===== src/hdl/ppa_consts.vh =====
`ifndef PPA_CONSTS_VH
`define PPA_CONSTS_VH

// ----------------------------------------
// Register byte addresses
// ----------------------------------------
`define PPA_ADDR_CTRL 8'h00
`define PPA_ADDR_RUN_TOTAL 8'h04
`define PPA_ADDR_RUN_OVF 8'h08
`define PPA_ADDR_INTERVAL 8'h0c
`define PPA_ADDR_TALLY 8'h10
`define PPA_ADDR_TARGET 8'h14
`define PPA_ADDR_DONE_TOTAL 8'h18
`define PPA_ADDR_DONE_OVF 8'h1c
`define PPA_ADDR_EVENTS 8'h20

// ----------------------------------------
// Control register fields
// ----------------------------------------
`define PPA_CTRL_EN_BIT 0
`define PPA_CTRL_MODE_LSB 1
`define PPA_CTRL_MODE_MSB 2
`define PPA_CTRL_TB_BIT 3
`define PPA_CTRL_WIDTH 4
`define PPA_CTRL_RESET 4'h0

// ----------------------------------------
// Measurement modes
// ----------------------------------------
`define PPA_MODE_HIGH 2'h0
`define PPA_MODE_LOW 2'h1
`define PPA_MODE_PER_RISE 2'h2
`define PPA_MODE_PER_FALL 2'h3

// ----------------------------------------
// Overflow flag values and event bits
// ----------------------------------------
`define PPA_OVF_CARRY 8'h80
`define PPA_OVF_BAD_MODE 8'h01
`define PPA_OVF_BAD_TB 8'h02
`define PPA_OVF_RESET 8'h00
`define PPA_EVT_IRQ_BIT 0
`define PPA_EVT_DMA_BIT 1
`define PPA_PUB_STAGES 3

`endif


===== src/hdl/pulse_period_accumulator.v =====
// The APB interface to the registers and the address map are this design's own decisions.
`timescale 1ns/1ps
`default_nettype none
`include "ppa_consts.vh"

module pulse_period_accumulator #(
    parameter W = 24,
    parameter AW = 8
) (
    // Clock, reset and enable
    input wire mclk_i,
    input wire reset_n_i,
    input wire ce_i,
    // APB slave
    input wire psel_i,
    input wire penable_i,
    input wire pwrite_i,
    input wire [AW-1:0] paddr_i,
    input wire [31:0] pwdata_i,
    output reg [31:0] prdata_o,
    output reg pready_o,
    output reg pslverr_o,
    // Measured input and timebases
    input wire signal_i,
    input wire primary_timebase_tick_i,
    input wire secondary_timebase_tick_i,
    // Completion flags
    output reg channel_irq_flag_o,
    output reg dma_request_o
);

    // ----------------------------------------
    // States
    // ----------------------------------------
    localparam ST_IDLE = 2'b00;
    localparam ST_ACTIVE = 2'b01;
    localparam ST_GAP = 2'b10;
    localparam ST_INVALID = 2'b11;

    // ----------------------------------------
    // Registers
    // ----------------------------------------
    reg [`PPA_CTRL_WIDTH-1:0] ctrl_reg;
    reg [W-1:0] running_total_reg;
    reg [7:0] running_overflow_flags_reg;
    reg [W-1:0] interim_update_interval_reg;
    reg [W-1:0] previous_edge_stamp_reg;
    reg [W-1:0] elapsed_cycle_tally_reg;
    reg [W-1:0] target_cycle_tally_reg;
    reg [W-1:0] completed_total_reg;
    reg [7:0] completed_overflow_flags_reg;
    reg [W-1:0] timebase_now_reg;
    reg [1:0] state_reg;
    reg [W-1:0] pend_total_reg;
    reg [7:0] pend_ovf_reg;
    reg [`PPA_PUB_STAGES-1:0] pub_stage_reg;

    reg [1:0] state_next;
    reg [31:0] rd_next;
    reg map_hit;

    wire [1:0] mode = ctrl_reg[`PPA_CTRL_MODE_MSB:`PPA_CTRL_MODE_LSB];
    wire enabled = ctrl_reg[`PPA_CTRL_EN_BIT];
    wire tb_sel = ctrl_reg[`PPA_CTRL_TB_BIT];
    wire tb_tick = tb_sel ? secondary_timebase_tick_i : primary_timebase_tick_i;

    wire setup = psel_i & ~penable_i;
    wire wr_en = psel_i & penable_i & pready_o & pwrite_i & ~pslverr_o;
    wire [7:0] waddr = paddr_i[7:0];

    // ----------------------------------------
    // Edge classification
    // ----------------------------------------
    wire rise;
    wire fall;

    ppa_edge_detect u_edges (
        .mclk_i(mclk_i),
        .reset_n_i(reset_n_i),
        .ce_i(ce_i),
        .sig_i(signal_i),
        .rise_o(rise),
        .fall_o(fall)
    );

    reg seg_start;
    reg seg_end;
    wire is_period = mode[1];

    always @* begin
        case (mode)
            `PPA_MODE_HIGH: begin
                seg_start = rise;
                seg_end = fall;
            end
            `PPA_MODE_LOW: begin
                seg_start = fall;
                seg_end = rise;
            end
            `PPA_MODE_PER_RISE: begin
                seg_start = rise;
                seg_end = rise;
            end
            default: begin
                seg_start = fall;
                seg_end = fall;
            end
        endcase
    end

    // ----------------------------------------
    // Interim update timer
    // ----------------------------------------
    wire begin_seg = enabled && seg_start && (state_reg == ST_IDLE || state_reg == ST_GAP);
    wire end_seg = enabled && seg_end && state_reg == ST_ACTIVE;
    wire interim_fire;
    wire timer_start = begin_seg | (end_seg & is_period);
    wire timer_stop = (end_seg & ~is_period) | ~enabled | (state_reg == ST_INVALID);

    ppa_interval_timer #(
        .W(W)
    ) u_timer (
        .mclk_i(mclk_i),
        .reset_n_i(reset_n_i),
        .ce_i(ce_i),
        .tick_i(tb_tick),
        .start_i(timer_start),
        .stop_i(timer_stop),
        .interval_i(interim_update_interval_reg),
        .fire_o(interim_fire)
    );

    // ----------------------------------------
    // Accumulation arithmetic
    // ----------------------------------------
    wire [W-1:0] delta = timebase_now_reg - previous_edge_stamp_reg;
    wire [W:0] sum = {1'b0, running_total_reg} + {1'b0, delta};
    wire [7:0] ovf_new = running_overflow_flags_reg | (sum[W] ? `PPA_OVF_CARRY : `PPA_OVF_RESET);
    wire [W-1:0] tally_inc = elapsed_cycle_tally_reg + {{(W-1){1'b0}}, 1'b1};
    wire done = end_seg && (tally_inc >= target_cycle_tally_reg);
    // The timer pulses on the tick that closes each interval, so updates keep the programmed spacing
    wire interim = interim_fire && state_reg == ST_ACTIVE && !end_seg;

    // A host write that alters mode or timebase mid measurement is caught here
    wire ctrl_wr = wr_en && waddr == `PPA_ADDR_CTRL;
    wire [1:0] new_mode = pwdata_i[`PPA_CTRL_MODE_MSB:`PPA_CTRL_MODE_LSB];
    wire busy = state_reg == ST_ACTIVE || state_reg == ST_GAP;
    wire bad_mode = ctrl_wr && busy && pwdata_i[`PPA_CTRL_EN_BIT] && new_mode != mode;
    wire bad_tb = ctrl_wr && busy && pwdata_i[`PPA_CTRL_EN_BIT] && pwdata_i[`PPA_CTRL_TB_BIT] != tb_sel;

    // ----------------------------------------
    // State machine
    // ----------------------------------------
    always @* begin
        case (state_reg)
            ST_IDLE: state_next = begin_seg ? ST_ACTIVE : ST_IDLE;
            ST_ACTIVE: state_next = (end_seg && !is_period) ? ST_GAP : ST_ACTIVE;
            ST_GAP: state_next = begin_seg ? ST_ACTIVE : ST_GAP;
            ST_INVALID: state_next = ST_INVALID;
            default: state_next = ST_IDLE;
        endcase
        // Invalid is left only by clearing enable
        if (bad_mode || bad_tb) begin
            state_next = ST_INVALID;
        end
        if (!enabled) begin
            state_next = ST_IDLE;
        end
    end

    // ----------------------------------------
    // Timebase and measurement datapath
    // ----------------------------------------
    always @(posedge mclk_i or negedge reset_n_i) begin
        if (!reset_n_i) begin
            ctrl_reg <= `PPA_CTRL_RESET;
            state_reg <= ST_IDLE;
            timebase_now_reg <= {W{1'b0}};
            running_total_reg <= {W{1'b0}};
            running_overflow_flags_reg <= `PPA_OVF_RESET;
            interim_update_interval_reg <= {W{1'b0}};
            previous_edge_stamp_reg <= {W{1'b0}};
            elapsed_cycle_tally_reg <= {W{1'b0}};
            target_cycle_tally_reg <= {W{1'b0}};
            pend_total_reg <= {W{1'b0}};
            pend_ovf_reg <= `PPA_OVF_RESET;
        end else if (ce_i) begin
            state_reg <= state_next;
            if (tb_tick) begin
                timebase_now_reg <= timebase_now_reg + {{(W-1){1'b0}}, 1'b1};
            end
            // Host setup writes; device updates below take precedence
            if (wr_en) begin
                case (waddr)
                    `PPA_ADDR_CTRL: ctrl_reg <= pwdata_i[`PPA_CTRL_WIDTH-1:0];
                    `PPA_ADDR_RUN_TOTAL: running_total_reg <= pwdata_i[W-1:0];
                    `PPA_ADDR_RUN_OVF: running_overflow_flags_reg <= pwdata_i[7:0];
                    `PPA_ADDR_INTERVAL: interim_update_interval_reg <= pwdata_i[W-1:0];
                    `PPA_ADDR_TALLY: elapsed_cycle_tally_reg <= pwdata_i[W-1:0];
                    `PPA_ADDR_TARGET: target_cycle_tally_reg <= pwdata_i[W-1:0];
                    default: ;
                endcase
            end
            if (begin_seg) begin
                previous_edge_stamp_reg <= timebase_now_reg;
            end
            if (interim) begin
                running_total_reg <= sum[W-1:0];
                running_overflow_flags_reg <= ovf_new;
                previous_edge_stamp_reg <= timebase_now_reg;
            end
            if (end_seg) begin
                previous_edge_stamp_reg <= timebase_now_reg;
                if (done) begin
                    pend_total_reg <= sum[W-1:0];
                    pend_ovf_reg <= ovf_new;
                    running_total_reg <= {W{1'b0}};
                    running_overflow_flags_reg <= `PPA_OVF_RESET;
                    elapsed_cycle_tally_reg <= {W{1'b0}};
                end else begin
                    running_total_reg <= sum[W-1:0];
                    running_overflow_flags_reg <= ovf_new;
                    elapsed_cycle_tally_reg <= tally_inc;
                end
            end
            if (bad_mode) begin
                running_overflow_flags_reg <= running_overflow_flags_reg | `PPA_OVF_BAD_MODE;
            end
            if (bad_tb) begin
                running_overflow_flags_reg <= running_overflow_flags_reg | `PPA_OVF_BAD_TB |
                    (bad_mode ? `PPA_OVF_BAD_MODE : `PPA_OVF_RESET);
            end
        end
    end

    // ----------------------------------------
    // Publication sequence
    // ----------------------------------------
    // Three steps so that the overflow flag is never newer than its total
    // when the host reacts to the flags
    always @(posedge mclk_i or negedge reset_n_i) begin
        if (!reset_n_i) begin
            pub_stage_reg <= {`PPA_PUB_STAGES{1'b0}};
            completed_total_reg <= {W{1'b0}};
            completed_overflow_flags_reg <= `PPA_OVF_RESET;
            channel_irq_flag_o <= 1'b0;
            dma_request_o <= 1'b0;
        end else if (ce_i) begin
            pub_stage_reg <= {pub_stage_reg[`PPA_PUB_STAGES-2:0], done};
            if (pub_stage_reg[0]) begin
                completed_total_reg <= pend_total_reg;
            end
            if (pub_stage_reg[1]) begin
                completed_overflow_flags_reg <= pend_ovf_reg;
            end
            // Write one to clear; a new completion in the same cycle wins
            if (wr_en && waddr == `PPA_ADDR_EVENTS) begin
                if (pwdata_i[`PPA_EVT_IRQ_BIT]) begin
                    channel_irq_flag_o <= 1'b0;
                end
                if (pwdata_i[`PPA_EVT_DMA_BIT]) begin
                    dma_request_o <= 1'b0;
                end
            end
            if (pub_stage_reg[2]) begin
                channel_irq_flag_o <= 1'b1;
                dma_request_o <= 1'b1;
            end
        end
    end

    // ----------------------------------------
    // APB read decode
    // ----------------------------------------
    always @* begin
        rd_next = 32'h0000_0000;
        map_hit = 1'b1;
        case (paddr_i[7:0])
            `PPA_ADDR_CTRL: rd_next[`PPA_CTRL_WIDTH-1:0] = ctrl_reg;
            `PPA_ADDR_RUN_TOTAL: rd_next[W-1:0] = running_total_reg;
            `PPA_ADDR_RUN_OVF: rd_next[7:0] = running_overflow_flags_reg;
            `PPA_ADDR_INTERVAL: rd_next[W-1:0] = interim_update_interval_reg;
            `PPA_ADDR_TALLY: rd_next[W-1:0] = elapsed_cycle_tally_reg;
            `PPA_ADDR_TARGET: rd_next[W-1:0] = target_cycle_tally_reg;
            `PPA_ADDR_DONE_TOTAL: rd_next[W-1:0] = completed_total_reg;
            `PPA_ADDR_DONE_OVF: rd_next[7:0] = completed_overflow_flags_reg;
            `PPA_ADDR_EVENTS: begin
                rd_next[`PPA_EVT_IRQ_BIT] = channel_irq_flag_o;
                rd_next[`PPA_EVT_DMA_BIT] = dma_request_o;
            end
            default: map_hit = 1'b0;
        endcase
        if (paddr_i[1:0] != 2'b00) begin
            map_hit = 1'b0;
        end
        // Addresses beyond the eight-bit map are refused rather than aliased
        if (|(paddr_i >> 4'h8)) begin
            map_hit = 1'b0;
        end
        if (!map_hit) begin
            rd_next = 32'h0000_0000;
        end
    end

    // ----------------------------------------
    // APB response
    // ----------------------------------------
    // Fixed one wait-free access cycle: ready rises in the first access cycle
    always @(posedge mclk_i or negedge reset_n_i) begin
        if (!reset_n_i) begin
            prdata_o <= 32'h0000_0000;
            pready_o <= 1'b0;
            pslverr_o <= 1'b0;
        end else if (ce_i) begin
            pready_o <= setup;
            if (setup) begin
                pslverr_o <= ~map_hit;
                prdata_o <= pwrite_i ? 32'h0000_0000 : rd_next;
            end else begin
                pslverr_o <= 1'b0;
            end
        end
    end

endmodule

`default_nettype wire


===== src/hdl/ppa_edge_detect.v =====
`timescale 1ns/1ps
`default_nettype none

module ppa_edge_detect (
    // Clock and reset
    input wire mclk_i,
    input wire reset_n_i,
    input wire ce_i,
    // Measured signal
    input wire sig_i,
    // Edge pulses
    output wire rise_o,
    output wire fall_o
);

    reg prev_reg;
    reg primed_reg;

    // No edge is reported until one real sample has been taken
    always @(posedge mclk_i or negedge reset_n_i) begin
        if (!reset_n_i) begin
            prev_reg <= 1'b0;
            primed_reg <= 1'b0;
        end else if (ce_i) begin
            prev_reg <= sig_i;
            primed_reg <= 1'b1;
        end
    end

    assign rise_o = ce_i & primed_reg & sig_i & ~prev_reg;
    assign fall_o = ce_i & primed_reg & ~sig_i & prev_reg;

endmodule

`default_nettype wire


===== src/hdl/ppa_interval_timer.v =====
`timescale 1ns/1ps
`default_nettype none

module ppa_interval_timer #(
    parameter W = 24
) (
    // Clock and reset
    input wire mclk_i,
    input wire reset_n_i,
    input wire ce_i,
    // Control
    input wire tick_i,
    input wire start_i,
    input wire stop_i,
    input wire [W-1:0] interval_i,
    // Expiry pulse
    output reg fire_o
);

    reg [W-1:0] count_reg;
    reg run_reg;

    // Fire is combinational so the update lands on the tick that ends the interval
    always @* begin
        fire_o = ce_i & ~stop_i & ~start_i & run_reg & tick_i & (count_reg == {{(W-1){1'b0}}, 1'b1});
    end

    // A zero interval leaves the timer idle, so interim updates are off
    always @(posedge mclk_i or negedge reset_n_i) begin
        if (!reset_n_i) begin
            count_reg <= {W{1'b0}};
            run_reg <= 1'b0;
        end else if (ce_i) begin
            if (stop_i) begin
                run_reg <= 1'b0;
            end else if (start_i) begin
                run_reg <= |interval_i;
                count_reg <= interval_i;
            end else if (run_reg && tick_i) begin
                if (count_reg == {{(W-1){1'b0}}, 1'b1}) begin
                    count_reg <= interval_i;
                end else begin
                    count_reg <= count_reg - {{(W-1){1'b0}}, 1'b1};
                end
            end
        end
    end

endmodule

`default_nettype wire


===== config.mk =====
export PLATFORM = sky130hd
export DESIGN_NAME = pulse_period_accumulator
export DESIGN_NICKNAME = d
export VERILOG_FILES = /design/src/hdl/pulse_period_accumulator.v /design/src/hdl/ppa_edge_detect.v /design/src/hdl/ppa_interval_timer.v
export VERILOG_INCLUDE_DIRS = /design/src /design/src/hdl
export SDC_FILE = /design/constraint.sdc
export NUM_CORES = 1
export LEC_CHECK = 0
export BUFFER_PORTS_ARGS = -buffer_cell sky130_fd_sc_hd__buf_2
export CAP_MARGIN = 20
export CORE_UTILIZATION = 30
export DETAILED_ROUTE_END_ITERATION = 10
export PLACE_DENSITY = 0.52
export SYNTH_ARGS = -nofsm -noshare
export SYNTH_HDL_FRONTEND = slang
export SYNTH_SLANG_ARGS = --single-unit

===== constraint.sdc =====
create_clock -name mclk_i -period 5 [get_ports mclk_i]
set_clock_uncertainty 0.1 [all_clocks]
set_input_delay 0.25 -clock mclk_i [delete_from_list [all_inputs] [get_ports mclk_i]]
set_output_delay 0.25 -clock mclk_i [all_outputs]
set_load 0.02 [all_outputs]

Yosys cells after proc, flatten, opt, wreduce, memory -nomap -nowiden
Index checks and enable logic that the tools add are counted.
{"block": "totals", "register_bits": 288, "input_bits": 49, "output_inout_bits": 36, "elab_cells": 187}
{"block": "op_classes", "addsub": 5, "order_cmp": 1, "eq_ne": 17, "mux": 50, "bitwise_logic": 31, "n_reduce_logical": 59}
{"operator": "two-way mux 24 bit", "n": 16}
{"operator": "one-hot mux 16 bit (5 select lines)", "n": 1}
{"operator": "two-way mux 8 bit", "n": 8}
{"operator": "adder 24 x 1 -> 24 bit, second input constant", "n": 2}
{"operator": "equality test 8 x 5 -> 1 bit, second input constant", "n": 4}
{"operator": "two-way mux 32 bit", "n": 1}
{"operator": "AND reduction 3 bit", "n": 10}
{"operator": "one-hot mux 4 bit (7 select lines)", "n": 1}
{"operator": "adder 24 x 24 -> 25 bit", "n": 1}
{"operator": "equality test 24 x 1 -> 1 bit, second input constant", "n": 1}
{"operator": "greater-or-equal comparator 24 bit", "n": 1}
{"operator": "OR reduction 24 bit", "n": 1}
{"operator": "subtractor 24 x 1 -> 24 bit, second input constant", "n": 1}
{"operator": "subtractor 24 bit", "n": 1}
{"operator": "one-hot mux 2 bit (9 select lines)", "n": 1}
{"operator": "bitwise AND 1 bit", "n": 17}
{"operator": "equality test 8 x 4 -> 1 bit, second input constant", "n": 2}
{"operator": "two-way mux 1 bit", "n": 16}
{"operator": "one-hot mux 2 bit (8 select lines)", "n": 1}
{"operator": "nonzero test 2 bit", "n": 8}
{"operator": "logical AND 1 bit", "n": 15}
{"operator": "AND reduction 2 bit", "n": 6}
{"operator": "nonzero test 5 bit", "n": 2}
{"operator": "inverter 1 bit", "n": 9}
{"operator": "21 further kinds", "n": 37}

Logic depth before layout (Yosys ltp)
{"block": "depth", "ltp_word": 21, "depth_mapped": 20, "depth_no_buf": 19}

By module
A second synthesis with hierarchy kept.
{"block": "unflattened", "cells_unflattened": 1745, "hier_area_um2": 16544.6}
{"mod": "pulse_period_accumulator", "n_inst": 1, "cells_each": 1532, "area_per_inst_um2": 14665.3, "seq_area_each_um2": 6331.1}
{"mod": "ppa_interval_timer", "n_inst": 1, "cells_each": 207, "area_per_inst_um2": 1786.7, "seq_area_each_um2": 625.6}
{"mod": "ppa_edge_detect", "n_inst": 1, "cells_each": 6, "area_per_inst_um2": 92.6, "seq_area_each_um2": 50.0}

Least setup slack after synthesis
Ideal clock, no wire load.
{"block": "synth_timing", "path_type": "register to register", "from": "reg elapsed_cycle_tally_reg[2]", "to": "reg pend_ovf_reg[2]", "setup_ps": 125, "t_arrival_ps": 4194, "t_required_ps": 4775, "slack_ps": 582, "stages_incl_launch_ff": 15, "path_buffers": 2, "period_less_slack_ps": 4418, "path_cell_list": "dfrtp_1 > clkbuf_1 > nand3_1 > nor4_2 > nand3_1 > nor2_1 > xor2_1 > ha_1 > a21oi_1 > o21ai_0 > a2111oi_0 > o221ai_2 > o21ai_1 > clkbuf_1 > mux2_2"}
{"block": "synth_via", "elab_chain_len": 4}
{"element": "start, declared", "line_no": "pulse_period_accumulator.v:48", "rtl": "reg [W-1:0] elapsed_cycle_tally_reg;"}
{"element": "start signal, assigned", "line_no": "pulse_period_accumulator.v:183", "rtl": "elapsed_cycle_tally_reg <= {W{1'b0}};"}
{"element": "start signal, assigned", "line_no": "pulse_period_accumulator.v:199", "rtl": "`PPA_ADDR_TALLY: elapsed_cycle_tally_reg <= pwdata_i[W-1:0];"}
{"element": "start signal, assigned", "line_no": "pulse_period_accumulator.v:219", "rtl": "elapsed_cycle_tally_reg <= {W{1'b0}};"}
{"element": "adder 24 x 1 -> 24 bit", "line_no": "pulse_period_accumulator.v:139", "rtl": "wire [W-1:0] tally_inc = elapsed_cycle_tally_reg + {{(W-1){1'b0}}, 1'b1};"}
{"element": "greater-or-equal comparator 24 bit", "line_no": "pulse_period_accumulator.v:140", "rtl": "wire done = end_seg && (tally_inc >= target_cycle_tally_reg);"}
{"element": "logical AND 1 bit", "line_no": "pulse_period_accumulator.v:140"}
{"element": "AND reduction 3 bit (no source line)"}
{"element": "end signal, assigned", "line_no": "pulse_period_accumulator.v:186", "rtl": "pend_ovf_reg <= `PPA_OVF_RESET;"}
{"element": "end signal, assigned", "line_no": "pulse_period_accumulator.v:216", "rtl": "pend_ovf_reg <= ovf_new;"}
{"element": "end, declared", "line_no": "pulse_period_accumulator.v:55", "rtl": "reg [7:0] pend_ovf_reg;"}
No other way between the ends.
A chain may end at the register's enable or synchronous reset.

Worst setup path in the final report
{"block": "layout_timing", "from": "reg elapsed_cycle_tally_reg[0]", "to": "reg running_overflow_flags_reg[0]"}
{"block": "layout_via", "elab_chain_len": 7}
{"element": "adder 24 x 1 -> 24 bit", "line_no": "pulse_period_accumulator.v:139"}
{"element": "greater-or-equal comparator 24 bit", "line_no": "pulse_period_accumulator.v:140"}
{"element": "logical AND 1 bit", "line_no": "pulse_period_accumulator.v:140"}
{"element": "two-way mux 8 bit", "line_no": "pulse_period_accumulator.v:214", "rtl": "if (done) begin"}
{"element": "two-way mux 8 bit", "line_no": "pulse_period_accumulator.v:212", "rtl": "if (end_seg) begin"}
{"element": "two-way mux 8 bit", "line_no": "pulse_period_accumulator.v:226", "rtl": "if (bad_mode) begin"}
{"element": "two-way mux 8 bit", "line_no": "pulse_period_accumulator.v:229", "rtl": "if (bad_tb) begin"}
{"element": "end signal, assigned", "line_no": "pulse_period_accumulator.v:218", "rtl": "running_overflow_flags_reg <= `PPA_OVF_RESET;"}
{"element": "end signal, assigned", "line_no": "pulse_period_accumulator.v:227", "rtl": "running_overflow_flags_reg <= running_overflow_flags_reg | `PPA_OVF_BAD_MODE;"}
{"element": "end signal, assigned", "line_no": "pulse_period_accumulator.v:230", "rtl": "running_overflow_flags_reg <= running_overflow_flags_reg | `PPA_OVF_BAD_TB |"}
{"element": "end, declared", "line_no": "pulse_period_accumulator.v:45", "rtl": "reg [7:0] running_overflow_flags_reg;"}
No other way between the ends. The select of a mux whose other input is x is not followed.

==> flow_metrics.py <==
metrics = {
    "clock_tree": {
        "clkSinkCount": 280,
        "root_buffer": "clkbuf_16",
        "cts_inserted_buffers": 34,
        "worstSkewPairLatency_ps": 550,
        "postCtsSetupBuffers": 0,
        "cts_max_path_buffers": 3,
        "cts_tree": "yes",
        "htreeDepth": 2,
        "cts.clk_slew.worst_paths_ps": 60,
    },
    "detailed_routing": {
        "drtIter0Drc": 1120,
        "first_pass_iters": 5,
        "drc_errors": 0,
        "drtAntennaViolNets": 0,
        "via_per_inst": 5.212,
        "via_count": 13590,
        "wl_per_cell_um": 18.66,
        "totalWireLength_mm": 48.66,
    },
    "timing": {
        "hold_viol": 0,
        "fmaxAchievable_mhz": 213.3,
        "maxSlewHeadroom": 0.2988,
        "setup_viol": 0,
        "period_needed_ps": 4689,
        "timing.final.max_slew_violations": 0,
        "rsz0062_at_grt": "false",
        "period_share": 0.9378,
        "tightestPinTransition_ps": 1052,
    },
    "min_path": {
        "hold_end": "prdata_o[2]",
        "hold_depth": 4,
        "min-delay-start": "paddr_i[3]",
        "hp-class": "in2reg",
    },
    "placed_design": {
        "hpwl_mm": 34.92,
        "routabilityCongestion": 0.8675,
        "portBuffers": 68,
        "place_inst": 2524,
    },
    "setup_path": {
        "cp.required_ps": 5350,
        "crit_arrival_ps": 5040,
        "ff2ff_path_depth": 15,
        "path_class": "reg2reg",
        "r2r_end": "running_overflow_flags_reg[0]",
        "rrSetupSlack_ps": 310,
        "worstPathMaxFanout": 6,
        "cp-startpoint": "elapsed_cycle_tally_reg[0]",
        "rr_startpoint": "elapsed_cycle_tally_reg[0]",
        "cp-end-kind": "register",
        "startpoint_type": "register",
    },
    "yosys": {
        "synth_area_leader_cell": "dfrtp_1",
        "synth.distinct_cells": 82,
        "postSynthCellCount": 1750,
        "synthFlopType": "dfrtp_1",
        "avgSynthCellArea_um2": 9.548,
        "ys_seq_elements": 280,
        "synth.top_cells.by_area": "dfrtp_1 42%, ha_1 6.2%, mux2_2 6.1%",
        "synth_area_mm2": 0.01671,
        "synth-async-reset-ratio": 1.000,
        "synth_edf_count": 0,
        "synth_top_area_share": 0.4194,
        "seq_area_frac_synth": 0.4194,
        "yosys_warnings": 0,
    },
    "die": {
        "dieArea_mm2": 0.05664,
        "rows": 86,
        "die_y_um": 238,
        "io_pins": 85,
        "start_util": 0.3033,
        "core_mm2": 0.05509,
        "dieWidth_um": 238,
    },
    "grt": {
        "grt_pass1_vias": 13570,
        "antenna_found_initial": 0,
        "grt_pass1_wl_mm": 76.94,
        "grt_max_degree": 122,
        "grt_usage": 0.1733,
        "grt_overflow": 0,
    },
    "pwr": {
        "power_mw": 6.956,
        "powerDensity_mw_per_mm2": 357.8,
        "peakVddDrop_mv": 0.2666,
        "p_leak_nw": 9.107,
    },
    "finish": {
        "nNetsFinal": 1974,
        "drive_above_1_share": 0.1662,
        "diodes": 0,
        "final_common_cell": "dfrtp_1",
        "syn_to_final_growth_pct": 16.35,
        "final_cells": 2607,
        "mostFrequentLayoutCells": "280 x dfrtp_1, 175 x nand2_1, 152 x o21ai_0, 101 x nor2_1",
    },
    "outcome": {
        "outcome": "finished, final reports clean",
    },
    "job": {
        "max-cap-violations": 0,
    },
}
-- cell families after synthesis --
logic type	after synthesis	synth area share
xor+xnor	86	0.04508
other cells	1	0.0002244
buf+inv	185	0.04725
flops	280	0.4194
compound gates	464	0.1821
simple gates	515	0.1494
fa+ha+maj	85	0.06455
mux	134	0.09203
-- what timing repair did --
action | CTS | global route
hold buffers | 28 | 0
cloned | 0 | 0
endpoints found under the hold margin | 192 | 0
gates resized for setup | 2 | 10
setup endpoints to repair | 2 | 10
-- synthesized netlist by cell type, types with 28 or more instances --
cell and n:
nor2_1 101, nand2_1 175, a21oi_1 83, inv_1 90, a31oi_1 28, dfrtp_1 280
and3_1 35, o21ai_0 155, mux2_2 90, xnor2_1 57, nand3_1 55, xor2_1 29
a221oi_1 29, nor3_1 29, clkbuf_1 65, ha_1 83
-- where the power goes --
group          leakage, nW  switching [mW]  total [mW]  internal [mW]
sequential            3.70          0.0355        2.33           2.30
clock                0.558           0.990        2.57           1.58
combinational         4.84            1.21        2.06          0.849
total                 9.11            2.23        6.96           4.72
-- per-stage QoR --
stage | hold slack, ps | util | instance area (um2) | TNS [ps] | setup WS (ps)
final | 77.31 | 0.3529 | 19440 | 0 | 311.0
after CTS | 54.70 | 0.3523 | 19410 | 0 | 39.52
after global placement | 270.2 | 0.3263 | 17980 | -414.0 | -208.9
after floorplan | -145.6 | - | 16730 | 0 | 581.6
after global routing | 101.0 | 0.3529 | 19440 | 0 | 15.76
after detailed placement | 281.1 | 0.3263 | 17980 | -428.9 | -222.2
-- worst max path at each step --
stage | to | slack [ps]
finish | running_overflow_flags_reg[0] | 310
floorplan | pend_ovf_reg[2] | 580
global route | pend_ovf_reg[7] | 20
detailed placement | pend_ovf_reg[7] | -220
CTS | pend_ovf_reg[7] | 40
global placement | pend_ovf_reg[7] | -210
-- layer usage --
metal | global-route usage | share of wire
met1 | 0.2318 | 0.47
met2 | 0.2820 | 0.45
met5 | 0 | 0
met3 | 0.03008 | 0.050
met4 | 0.05905 | 0.030
-- final cells by class --
| cell class | instances | area [um2] |
|---|---|---|
| fillers | 5577 | 35650 |
| multi-input cells | 1292 | 9015 |
| flip-flops and latches | 280 | 7007 |
| clock buffers | 47 | 1023 |
| repair buffers | 142 | 1001 |
| well taps | 748 | 935.9 |
| inverters | 90 | 337.8 |
| clock inverters | 8 | 120.1 |
-- worst max-delay path: stages (launching register included) --
cell,delay (ps)
dfrtp_1,450
ha_1,280
nand2_1,120
nor3_1,360
and3_2,340
nand3_1,110
xnor2_1,170
ha_1,310
nand4_1,210
or4_1,640
a211o_1,260
o221ai_2,320
buf_4,210
a211o_1,350
o2111ai_1,170
a22oi_1,190
No activity file was read; power rests on OpenSTA's default activity.
